===== src/verilog/pwmtc_pkg.sv =====
// Package of constants and types for the PWM timer counter block
package pwmtc_pkg;
	localparam int CNT_W = 16;
	localparam logic [15:0] CNT_RESET = 16'h0000;
	localparam logic [15:0] LIMIT_RESET = 16'hFFFF;
	localparam logic [1:0] DIR_UP = 2'h0;
	localparam logic [1:0] DIR_DOWN = 2'h1;
	localparam logic [1:0] DIR_UPDOWN = 2'h2;
	localparam logic [2:0] SRC_INTERNAL = 3'h0;
	localparam logic [2:0] SRC_EXT = 3'h1;
	localparam logic [2:0] SRC_EXT_INV = 3'h2;
	localparam logic [1:0] DUMMY_EDGES = 2'h2;
	typedef struct packed {
		logic channel_enable_bit;
		logic run;
		logic preset;
		logic [1:0] direction_mode_select;
		logic single_pass_select;
		logic [2:0] count_source_select;
	} pwmtc_ctrl_t;
	typedef struct packed {
		logic counter_running_status;
		logic count_up_status;
		logic limit_update_pending;
	} pwmtc_stat_t;
endpackage


===== src/verilog/pwmtc_counter.sv =====
// Counter block of one 16-bit PWM timer channel
// Summary of operation
// - External input counts rising edges; inverted source counts falling edges.
// - Interrupt flags clear on write of 1; clear before enabling.
// - Mode select 0 gives comparator, 1 gives capture, per circuit.
// - One 16-bit counter counting up or down per count clock cycle.
// - Two-bit direction plus single-pass bit give six counting modes.
// - Run starts counting; repeat runs until cleared, one-shot stops itself.
// - Limit register bounds the counter to 0x0000 up to limit.
// - Limit may change while running in repeat; pending flag is reported.
// - Preset clears counter in up modes, loads limit in down mode.
// - Counter value readable at any time; software double-reads.
// - Busy status is 1 while running, 0 while idle.
// - Direction status is 1 counting up, 0 counting down.
// - Repeat up wraps past limit to zero; raised limit extends count.
// - Counting up, limit below count clears counter and counts to new limit.
// - One-shot up wraps past limit to zero and stops.
// - Repeat down reloads limit on underflow; new limit after underflow.
// - One-shot down reloads limit on underflow and stops.
// - Repeat up/down bounces zero to limit; limit change applies next up.
// - One-shot up/down stops on reaching zero going down.
`timescale 1ns/100ps
`default_nettype none
module pwmtc_counter #(
	parameter int NUM_CC = 2
) (
	input wire logic clock,
	input wire logic reset,
	input wire pwmtc_pkg::pwmtc_ctrl_t ctrl,
	input wire logic [15:0] max_count_limit,
	input wire logic limit_write,
	input wire logic count_tick,
	input wire logic external_count_input,
	input wire logic [NUM_CC-1:0] compare_or_capture_select,
	input wire logic [NUM_CC-1:0] irq_flag_set,
	input wire logic [NUM_CC-1:0] irq_flag_clear,
	output logic [15:0] counter_value,
	output pwmtc_pkg::pwmtc_stat_t status,
	output logic [NUM_CC-1:0] capture_mode,
	output logic [NUM_CC-1:0] irq_flag_register
);
	logic [15:0] cnt_q, cnt_d;
	logic [15:0] lim_q;
	logic [15:0] cnt_inc;
	logic [15:0] cnt_dec;
	logic up_q, up_d;
	logic busy_q, busy_d;
	logic pend_d;
	logic run_q;
	logic ext_q;
	logic [1:0] dummy_q;
	logic ext_level;
	logic ext_edge;
	logic dummy_done;
	logic step;
	logic active;
	logic is_ext;
	logic is_down;
	logic is_updown;
	logic is_up_phase;
	logic at_zero;
	logic at_limit;
	logic above_limit;
	logic run_start;
	logic [NUM_CC-1:0] flag_q;
	logic [NUM_CC-1:0] flag_d;

	// Inverted source flips the sensed edge
	assign ext_level = (ctrl.count_source_select == pwmtc_pkg::SRC_EXT_INV) ?
		~external_count_input : external_count_input;
	assign is_ext = (ctrl.count_source_select == pwmtc_pkg::SRC_EXT) ||
		(ctrl.count_source_select == pwmtc_pkg::SRC_EXT_INV);
	assign ext_edge = ext_level & ~ext_q;

	// Counting only while enabled, running and busy
	assign active = ctrl.channel_enable_bit & ctrl.run & busy_q;

	// Dummy edges are absorbed before the first real step
	assign dummy_done = dummy_q == pwmtc_pkg::DUMMY_EDGES;
	assign step = active & (is_ext ? (ext_edge & dummy_done) : count_tick);

	// Mode decode
	assign is_down = ctrl.direction_mode_select == pwmtc_pkg::DIR_DOWN;
	assign is_updown = ctrl.direction_mode_select == pwmtc_pkg::DIR_UPDOWN;
	assign is_up_phase = !is_down && up_q;

	// Count comparisons against zero and the live limit
	assign at_zero = cnt_q == 16'h0000;
	assign at_limit = cnt_q == lim_q;
	assign above_limit = cnt_q > lim_q;
	assign cnt_inc = cnt_q + 16'h0001;
	assign cnt_dec = cnt_q - 16'h0001;
	assign run_start = ctrl.run & ~run_q;

	// Limit write raises the pending flag
	assign pend_d = limit_write;

	always_comb begin
		cnt_d = cnt_q;
		up_d = up_q;
		busy_d = busy_q;
		if (ctrl.preset) begin
			cnt_d = is_down ? lim_q : 16'h0000;
			up_d = ~is_down;
		end else if (step) begin
			if (is_up_phase) begin
				// Up counting follows a live limit
				if (above_limit) begin
					cnt_d = 16'h0000;
				end else if (at_limit) begin
					if (is_updown) begin
						if (at_zero) begin
							// Zero limit: nothing to count down
							cnt_d = 16'h0000;
							if (ctrl.single_pass_select) begin
								busy_d = 1'b0;
							end
						end else begin
							cnt_d = cnt_dec;
							up_d = 1'b0;
						end
					end else begin
						cnt_d = 16'h0000;
						if (ctrl.single_pass_select) begin
							busy_d = 1'b0;
						end
					end
				end else begin
					cnt_d = cnt_inc;
				end
			end else if (is_down) begin
				if (at_zero) begin
					// Reload picks up a new limit only here
					cnt_d = lim_q;
					if (ctrl.single_pass_select) begin
						busy_d = 1'b0;
					end
				end else begin
					cnt_d = cnt_dec;
				end
			end else begin
				// Down pass of up/down mode
				if (at_zero) begin
					cnt_d = 16'h0000;
					up_d = 1'b1;
				end else begin
					cnt_d = cnt_dec;
					if (cnt_q == 16'h0001) begin
						up_d = 1'b1;
						if (ctrl.single_pass_select) begin
							busy_d = 1'b0;
						end
					end
				end
			end
		end
		if (run_start) begin
			busy_d = 1'b1;
		end
		if (!ctrl.run) begin
			busy_d = 1'b0;
		end
	end

	always_ff @(posedge clock or posedge reset) begin
		if (reset) begin
			cnt_q <= pwmtc_pkg::CNT_RESET;
			lim_q <= pwmtc_pkg::LIMIT_RESET;
			up_q <= 1'b1;
			busy_q <= 1'b0;
			run_q <= 1'b0;
			ext_q <= 1'b0;
		end else begin
			cnt_q <= cnt_d;
			lim_q <= limit_write ? max_count_limit : lim_q;
			up_q <= up_d;
			busy_q <= busy_d;
			run_q <= ctrl.run;
			ext_q <= ext_level;
		end
	end

	// Dummy edge counter restarts on each run
	always_ff @(posedge clock or posedge reset) begin
		if (reset) begin
			dummy_q <= 2'h0;
		end else if (run_start || !is_ext) begin
			dummy_q <= 2'h0;
		end else if (active && ext_edge && !dummy_done) begin
			dummy_q <= dummy_q + 2'h1;
		end
	end

	// Per-circuit flags, set wins over write-one-to-clear
	genvar gi;
	generate
		for (gi = 0; gi < NUM_CC; gi++) begin : g_flag
			assign flag_d[gi] = (flag_q[gi] & ~irq_flag_clear[gi]) | irq_flag_set[gi];

			always_ff @(posedge clock or posedge reset) begin
				if (reset) begin
					flag_q[gi] <= 1'b0;
				end else begin
					flag_q[gi] <= flag_d[gi];
				end
			end

			chk_flag_clear: assert property (@(posedge clock) disable iff (reset)
				irq_flag_clear[gi] && !irq_flag_set[gi] |=> !flag_q[gi])
				else $error("flag not cleared");
			chk_flag_set: assert property (@(posedge clock) disable iff (reset)
				irq_flag_set[gi] |=> irq_flag_register[gi])
				else $error("flag set lost");
		end
	endgenerate

	// Registered outputs
	always_ff @(posedge clock or posedge reset) begin
		if (reset) begin
			counter_value <= pwmtc_pkg::CNT_RESET;
			status <= '0;
			capture_mode <= '0;
			irq_flag_register <= '0;
		end else begin
			counter_value <= cnt_d;
			status.counter_running_status <= busy_d;
			status.count_up_status <= up_d;
			status.limit_update_pending <= pend_d;
			capture_mode <= compare_or_capture_select;
			irq_flag_register <= flag_d;
		end
	end

	chk_preset_up_zero: assert property (@(posedge clock) disable iff (reset)
		ctrl.preset && !is_down |=> counter_value == 16'h0000)
		else $error("preset did not clear counter");

	chk_preset_down_lim: assert property (@(posedge clock) disable iff (reset)
		ctrl.preset && is_down |=> counter_value == $past(lim_q))
		else $error("preset did not load limit");

	chk_hold_idle: assert property (@(posedge clock) disable iff (reset)
		!ctrl.channel_enable_bit && !ctrl.preset |=> $stable(cnt_q))
		else $error("counter moved while disabled");

	chk_hold_norun: assert property (@(posedge clock) disable iff (reset)
		!ctrl.run && !ctrl.preset |=> $stable(cnt_q))
		else $error("counter moved while stopped");

	chk_busy_run: assert property (@(posedge clock) disable iff (reset)
		!ctrl.run |=> !status.counter_running_status)
		else $error("busy set while run clear");

	chk_busy_start: assert property (@(posedge clock) disable iff (reset)
		run_start |=> status.counter_running_status)
		else $error("run did not start counter");

	chk_range_limit: assert property (@(posedge clock) disable iff (reset)
		step && !ctrl.preset && is_down && at_zero |=> cnt_q == $past(lim_q))
		else $error("down count did not reload");

	chk_up_wrap: assert property (@(posedge clock) disable iff (reset)
		step && !ctrl.preset && !is_down && !is_updown && up_q && cnt_q >= lim_q
		|=> cnt_q == 16'h0000)
		else $error("up count did not wrap");

	chk_up_clear: assert property (@(posedge clock) disable iff (reset)
		step && !ctrl.preset && is_up_phase && above_limit |=> cnt_q == 16'h0000)
		else $error("lowered limit did not clear");

	chk_up_step: assert property (@(posedge clock) disable iff (reset)
		step && !ctrl.preset && is_up_phase && !at_limit && !above_limit
		|=> cnt_q == $past(cnt_q) + 16'h0001)
		else $error("up step wrong");

	chk_down_step: assert property (@(posedge clock) disable iff (reset)
		step && !ctrl.preset && is_down && !at_zero
		|=> cnt_q == $past(cnt_q) - 16'h0001)
		else $error("down step wrong");

	chk_oneshot_stop: assert property (@(posedge clock) disable iff (reset)
		step && !ctrl.preset && !run_start && ctrl.single_pass_select && is_down
		&& at_zero |=> !busy_q)
		else $error("one-shot down did not stop");

	chk_oneshot_up_stop: assert property (@(posedge clock) disable iff (reset)
		step && !ctrl.preset && !run_start && ctrl.single_pass_select && !is_down
		&& !is_updown && up_q && at_limit |=> !busy_q && cnt_q == 16'h0000)
		else $error("one-shot up did not stop");

	chk_updown_turn: assert property (@(posedge clock) disable iff (reset)
		step && !ctrl.preset && is_updown && up_q && at_limit && !at_zero
		|=> !up_q)
		else $error("up/down did not turn");

	chk_updown_stop: assert property (@(posedge clock) disable iff (reset)
		step && !ctrl.preset && !run_start && ctrl.single_pass_select && is_updown
		&& !up_q && cnt_q == 16'h0001 |=> !busy_q && cnt_q == 16'h0000)
		else $error("one-shot up/down did not stop");

	chk_dir_status: assert property (@(posedge clock) disable iff (reset)
		ctrl.preset && is_down |=> !status.count_up_status)
		else $error("direction status wrong");

	chk_dir_up: assert property (@(posedge clock) disable iff (reset)
		ctrl.preset && !is_down |=> status.count_up_status)
		else $error("up direction status wrong");

	chk_pend_flag: assert property (@(posedge clock) disable iff (reset)
		limit_write |=> status.limit_update_pending)
		else $error("limit pending flag missing");

	chk_limit_store: assert property (@(posedge clock) disable iff (reset)
		limit_write |=> lim_q == $past(max_count_limit))
		else $error("limit not stored");

	chk_capture_copy: assert property (@(posedge clock) disable iff (reset)
		1'b1 |=> capture_mode == $past(compare_or_capture_select))
		else $error("capture mode not copied");

	chk_ext_dummy: assert property (@(posedge clock) disable iff (reset)
		is_ext && !dummy_done |-> !step)
		else $error("dummy edge counted");

	chk_ext_edge: assert property (@(posedge clock) disable iff (reset)
		is_ext && step |-> ext_edge)
		else $error("external step without edge");
endmodule // pwmtc_counter
`default_nettype wire


===== config.mk =====
export PLATFORM = sky130hd
export DESIGN_NAME = pwmtc_counter
export DESIGN_NICKNAME = d
export VERILOG_FILES = /design/src/verilog/pwmtc_pkg.sv /design/src/verilog/pwmtc_counter.sv
export SDC_FILE = /design/constraint.sdc
export NUM_CORES = 1
export LEC_CHECK = 0
export BUFFER_PORTS_ARGS = -buffer_cell sky130_fd_sc_hd__buf_2
export CORE_ASPECT_RATIO = 1.1
export CORE_MARGIN = 2
export CORE_UTILIZATION = 40
export CTS_CLUSTER_DIAMETER = 40
export CTS_CLUSTER_SIZE = 20
export DETAILED_ROUTE_END_ITERATION = 7
export GPL_TIMING_DRIVEN = 1
export PLACE_DENSITY = 0.57
export SLEW_MARGIN = 20
export SYNTH_ARGS = -nofsm -noshare
export SYNTH_HDL_FRONTEND = slang
export SYNTH_SLANG_ARGS = --single-unit

===== constraint.sdc =====
create_clock -name clock -period 2.9 [get_ports clock]
set_input_delay 0.58 -clock clock [delete_from_list [all_inputs] [get_ports clock]]
set_output_delay 0.58 -clock clock [all_outputs]
set_load 0.02 [all_outputs]

# [After elaboration in Yosys (flattened, before gate mapping)]
# Cells that the tools add are included.
[totals] memories=0 ram_bits=0 rom_bits=0 wordCells=95 input_bits=36 output_inout_bits=23 ff_bits=46 latch_bits=0
[op_classes] addsub=3 n_eq_ne=13 n_shift=0 bitwise=16 n_reduce_logical=12 muxes=37 div_mod_pow=0 multipliers=0 order_cmp=1
[op_table] op="$mux W16" count=10
[op_table] op="$mux W1" count=25
[op_table] op="$add A16 B1 Y16 const B" count=1
[op_table] op="$eq A16 B1 Y1 const B" count=1
[op_table] op="$eq A16 B16 Y1" count=1
[op_table] op="$gt A16 B16 Y1" count=1
[op_table] op="$logic_not A16 Y1" count=1
[op_table] op="$sub A16 B1 Y16 const B" count=1
[op_table] op="$and A1 B1 Y1" count=8
[op_table] op="$not A1 Y1" count=6
[op_table] op="$reduce_and A6 Y1" count=1
[op_table] op="$ne A5 B1 Y1 const B" count=1
[op_table] op="$ne A5 B4 Y1 const B" count=1
[op_table] op="$eq A2 B2 Y1 const B" count=2
[op_table] op="$mux W2" count=2
[op_table] op="$ne A4 B2 Y1 const B" count=1
[op_table] op="$ne A4 B3 Y1 const B" count=1
[op_table] op="$reduce_bool A2 Y1" count=2
[op_table] op="$eq A3 B1 Y1 const B" count=1
[op_table] op="$eq A3 B2 Y1 const B" count=1
[op_table] op="$logic_and A1 B1 Y1" count=3
[op_table] op="$logic_not A1 Y1" count=3
[op_table] op="$ne A3 B1 Y1 const B" count=1
[op_table] op="$ne A3 B2 Y1 const B" count=1
[op_table] op="4 further kinds" count=6

# [Longest topological paths before layout]
[depth] depth_word=10 depth_mapped=10 mapped_depth_nobuf=8

# [Worst setup path after synthesis]
# No wires, ideal clock.
[synth_timing] path_type="register to register" start="register, netlist name counter_value[0]" end="register counter_value[8]" setup_ps=134 arrival_ps=2268 n_path_buf=1 stages_incl_launch_ff=10 slack_ps=498 required_ps=2766 synth_period_minus_slack_ps=2402 cell_sequence="dfrtp_1 inv_1 ha_1 or4b_1 buf_2 nor4_4 xnor2_1 o21ai_1 a222oi_1 o21ai_1"
[synth_lines] item="end signal: assignment" line_no="pwmtc_counter.sv:220" text="counter_value <= pwmtc_pkg::CNT_RESET;"
[synth_lines] item="end signal: assignment" line_no="pwmtc_counter.sv:225" text="counter_value <= cnt_d;"
[synth_lines] item="end: declaration" line_no="pwmtc_counter.sv:37" text="output logic [15:0] counter_value,"

==> reports/results.ini <==
[power]
internal-power_w=0.00121
combPwrFrac=0.382
fin_total_pwr_w=0.00196
power_density_nw_per_um2=442
p_leak_nw=1.94
switching_share=0.381
p_switching_w=0.000747
ir_worst_vdd_v=0.000212
clockPowerShare=0.249
p_seq_frac=0.369

[placement]
io_buffers=58
dp_slack_ps=193
dp_hpwl_um=9400
place_congestion=1.03

[yosys]
synth_area_leaders=dfrtp_1 (18%), dfstp_2 (12%), ha_1 (6.9%)
async_reset_ff_frac=1.00
synth_top_area_cell=dfrtp_1
postSynthCellCount=443
yosysUniqueCellTypes=76
yosys_warnings=0
syn_area_um2=3800
ys.flop_type=dfrtp_1
synth_top_area_frac=0.178
ys_seq_area_frac=0.296
synth_commonest_cells=nand2_1 (39), o21ai_0 (37), inv_1 (31)
post-synth-top-count-cell=nand2_1
synth-edff-count=0
synth_seq_cells=44
synth_fp_nets=500
syn_avg_cell_area_um2=8.57

[setup_path]
worstSetupPathType=flop to flop
crit_arrival_ps=2900
worstSetupStartpointType=flop
cp_slowest_stage_delay_ps=670
path_cells=inv_1, ha_1, or4b_1, nor4_4, xnor2_1, o21ai_1, a222oi_1, o21ai_1
cp.required_ps=3080
critPathMaxFanout=8
worst_setup_path_end_kind=flop
crit_top_cell=o21ai_1
crit_slowest_cell=or4b_1

[route]
top_layer_used=met4
drc_errors=0
drt_wl_total_um=12600
met3_length_um=776
wl_met1_um=5770
drtIter0Drc=304
final_antenna_net_count=0
wire_per_inst_um=19.9
viasPerCell=6.12
firstDrtPassIters=5
met2_length_um=5740
vias=3873

[sta]
finalClockSkew_ps=12.3
finalSetupViolCount=0
min_period_ps=2720
maxSlewViolCount=0
tightestPinTransition_ps=808
setup_slack_ps=175
period_share=0.940
setup_tns_ps=0
whs_ps=373
rsz0062_at_grt=false
fmax_mhz=367
hold_viol=0
slew_headroom=0.458

[clocking]
cts_made_buffers=5
htree_levels=2
holdBufCountCts=0
path_clk_slew_ps=100
cts_resized=0
cts_sinks=44
cts_setup_buffers=0
cts_max_path_buffers=2
cts-root-buf=clkbuf_8
clk_latency_ps=310
cts_tree=yes

[floorplanning]
die_w_um=96.9
die_h_um=106
rows=37
dieArea_um2=10300
io_pins=59
core_region_area_um2=9310
start_util=0.408

[finish]
nets=572
fillers=910
final_layout_size_suffix_gt1_frac=0.285
syn2layout_area_growth_pct=16.8
n_antenna_cell=0

[global_routing]
antenna_found_initial=0
grt_pass1_vias=3680
grt_pass1_wl_um=19900
grt_use_total=0.244
grt_max_degree=44
grt_overflow=0

[job]
maxCapViolations=0

[run_status]
outcome=complete, no violations

[min_path]
hp-class=input pin to async pin

## sequential cells by signal (all words and copies together), names as in the netlist
signal and cells:
dummy_q 2, lim_q 16, flag_q 1, capture_mode 2, irq_flag_register 1, counter_value 16
up_q 1, status 3, run_q 1, ext_q 1
## logic make-up (layout without fill, tap and decap cells)
kind of cell	Yosys count	after routing	synth area share
adder cells (fa/ha/maj)	21	21	0.0692
flip-flops	44	44	0.296
AND/OR/NAND/NOR	153	153	0.248
multiplexers	2	2	0.00560
XOR/XNOR	17	17	0.0392
AO/OA/AOI/OAI	147	147	0.266
buffers and inverters	59	132	0.0764
## cell usage in the layout (no fill, tap or decap), types with 9 or more instances in the layout
master	synthesis	layout
dfstp_2	17	17
nor2_1	23	23
buf_2	10	58
buf_4	4	35
nand3_1	19	19
inv_1	31	30
o21ai_0	37	37
o21ai_1	11	11
nand2_1	39	39
nand4_1	14	14
ha_1	21	21
xor2_1	9	9
dfrtp_1	27	27
a21oi_1	18	18
## per-stage QoR
step,instances,util,area [um^2]
floorplan,443,-,3800
global placement,625,0.465,4320
detailed placement,625,0.465,4320
CTS,633,0.477,4430
global route,633,0.477,4440
finish,633,0.477,4440
## worst paths after layout
check / from / to / slack (ps) / cells past startpoint
setup / recovery: counter_value[0] / counter_value[8] / 180 / 8
hold / removal: reset / counter_value[2] / 370 / 2
setup reg to reg: counter_value[0] / counter_value[8] / 180 / 8
hold reg to reg: flag_q[1] / flag_q[1] / 500 / 1
max in group asynchronous: reset / lim_q[12] / 1900 / 3
min in group clock: compare_or_capture_select[0] / capture_mode[0] / 380 / 1
## metal layers
metal  vias up  GRT usage
li1       1817          -
met1      1863      0.344
met2       170      0.385
met3        23     0.0355
met4         0     0.0835
met5         -          0
## power groups by stage
stage                     combinational, W  sequential (W)  clock (W)
after global placement            0.000731        0.000733          0
after global routing              0.000814        0.000731   0.000529
final                             0.000748        0.000724   0.000489
after floorplan                   0.000495        0.000748          0
after CTS                         0.000739        0.000724   0.000514
after detailed placement          0.000734        0.000735          0
## layout make-up
type | instances | area (um^2) | area share
multi-input cells | 340 | 2390 | 0.538
flip-flops and latches | 44 | 1120 | 0.253
repair buffers | 93 | 553 | 0.125
well taps | 117 | 146 | 0.0330
inverters | 31 | 118 | 0.0265
clock buffers | 5 | 68.8 | 0.0155
clock inverters | 3 | 42.5 | 0.00959
## worst max-delay path: cells and delay by family (launching register included)
family                     cells  cell delay, ps
xor gates and xnor gates       1             190
adders and majority gates      1             300
DFF                            1             480
buffers and inverters          1             240
AOI/OAI and AO/OA              3             490
and+or+nand+nor                2             890
No activity file was read; power rests on OpenSTA's default activity.
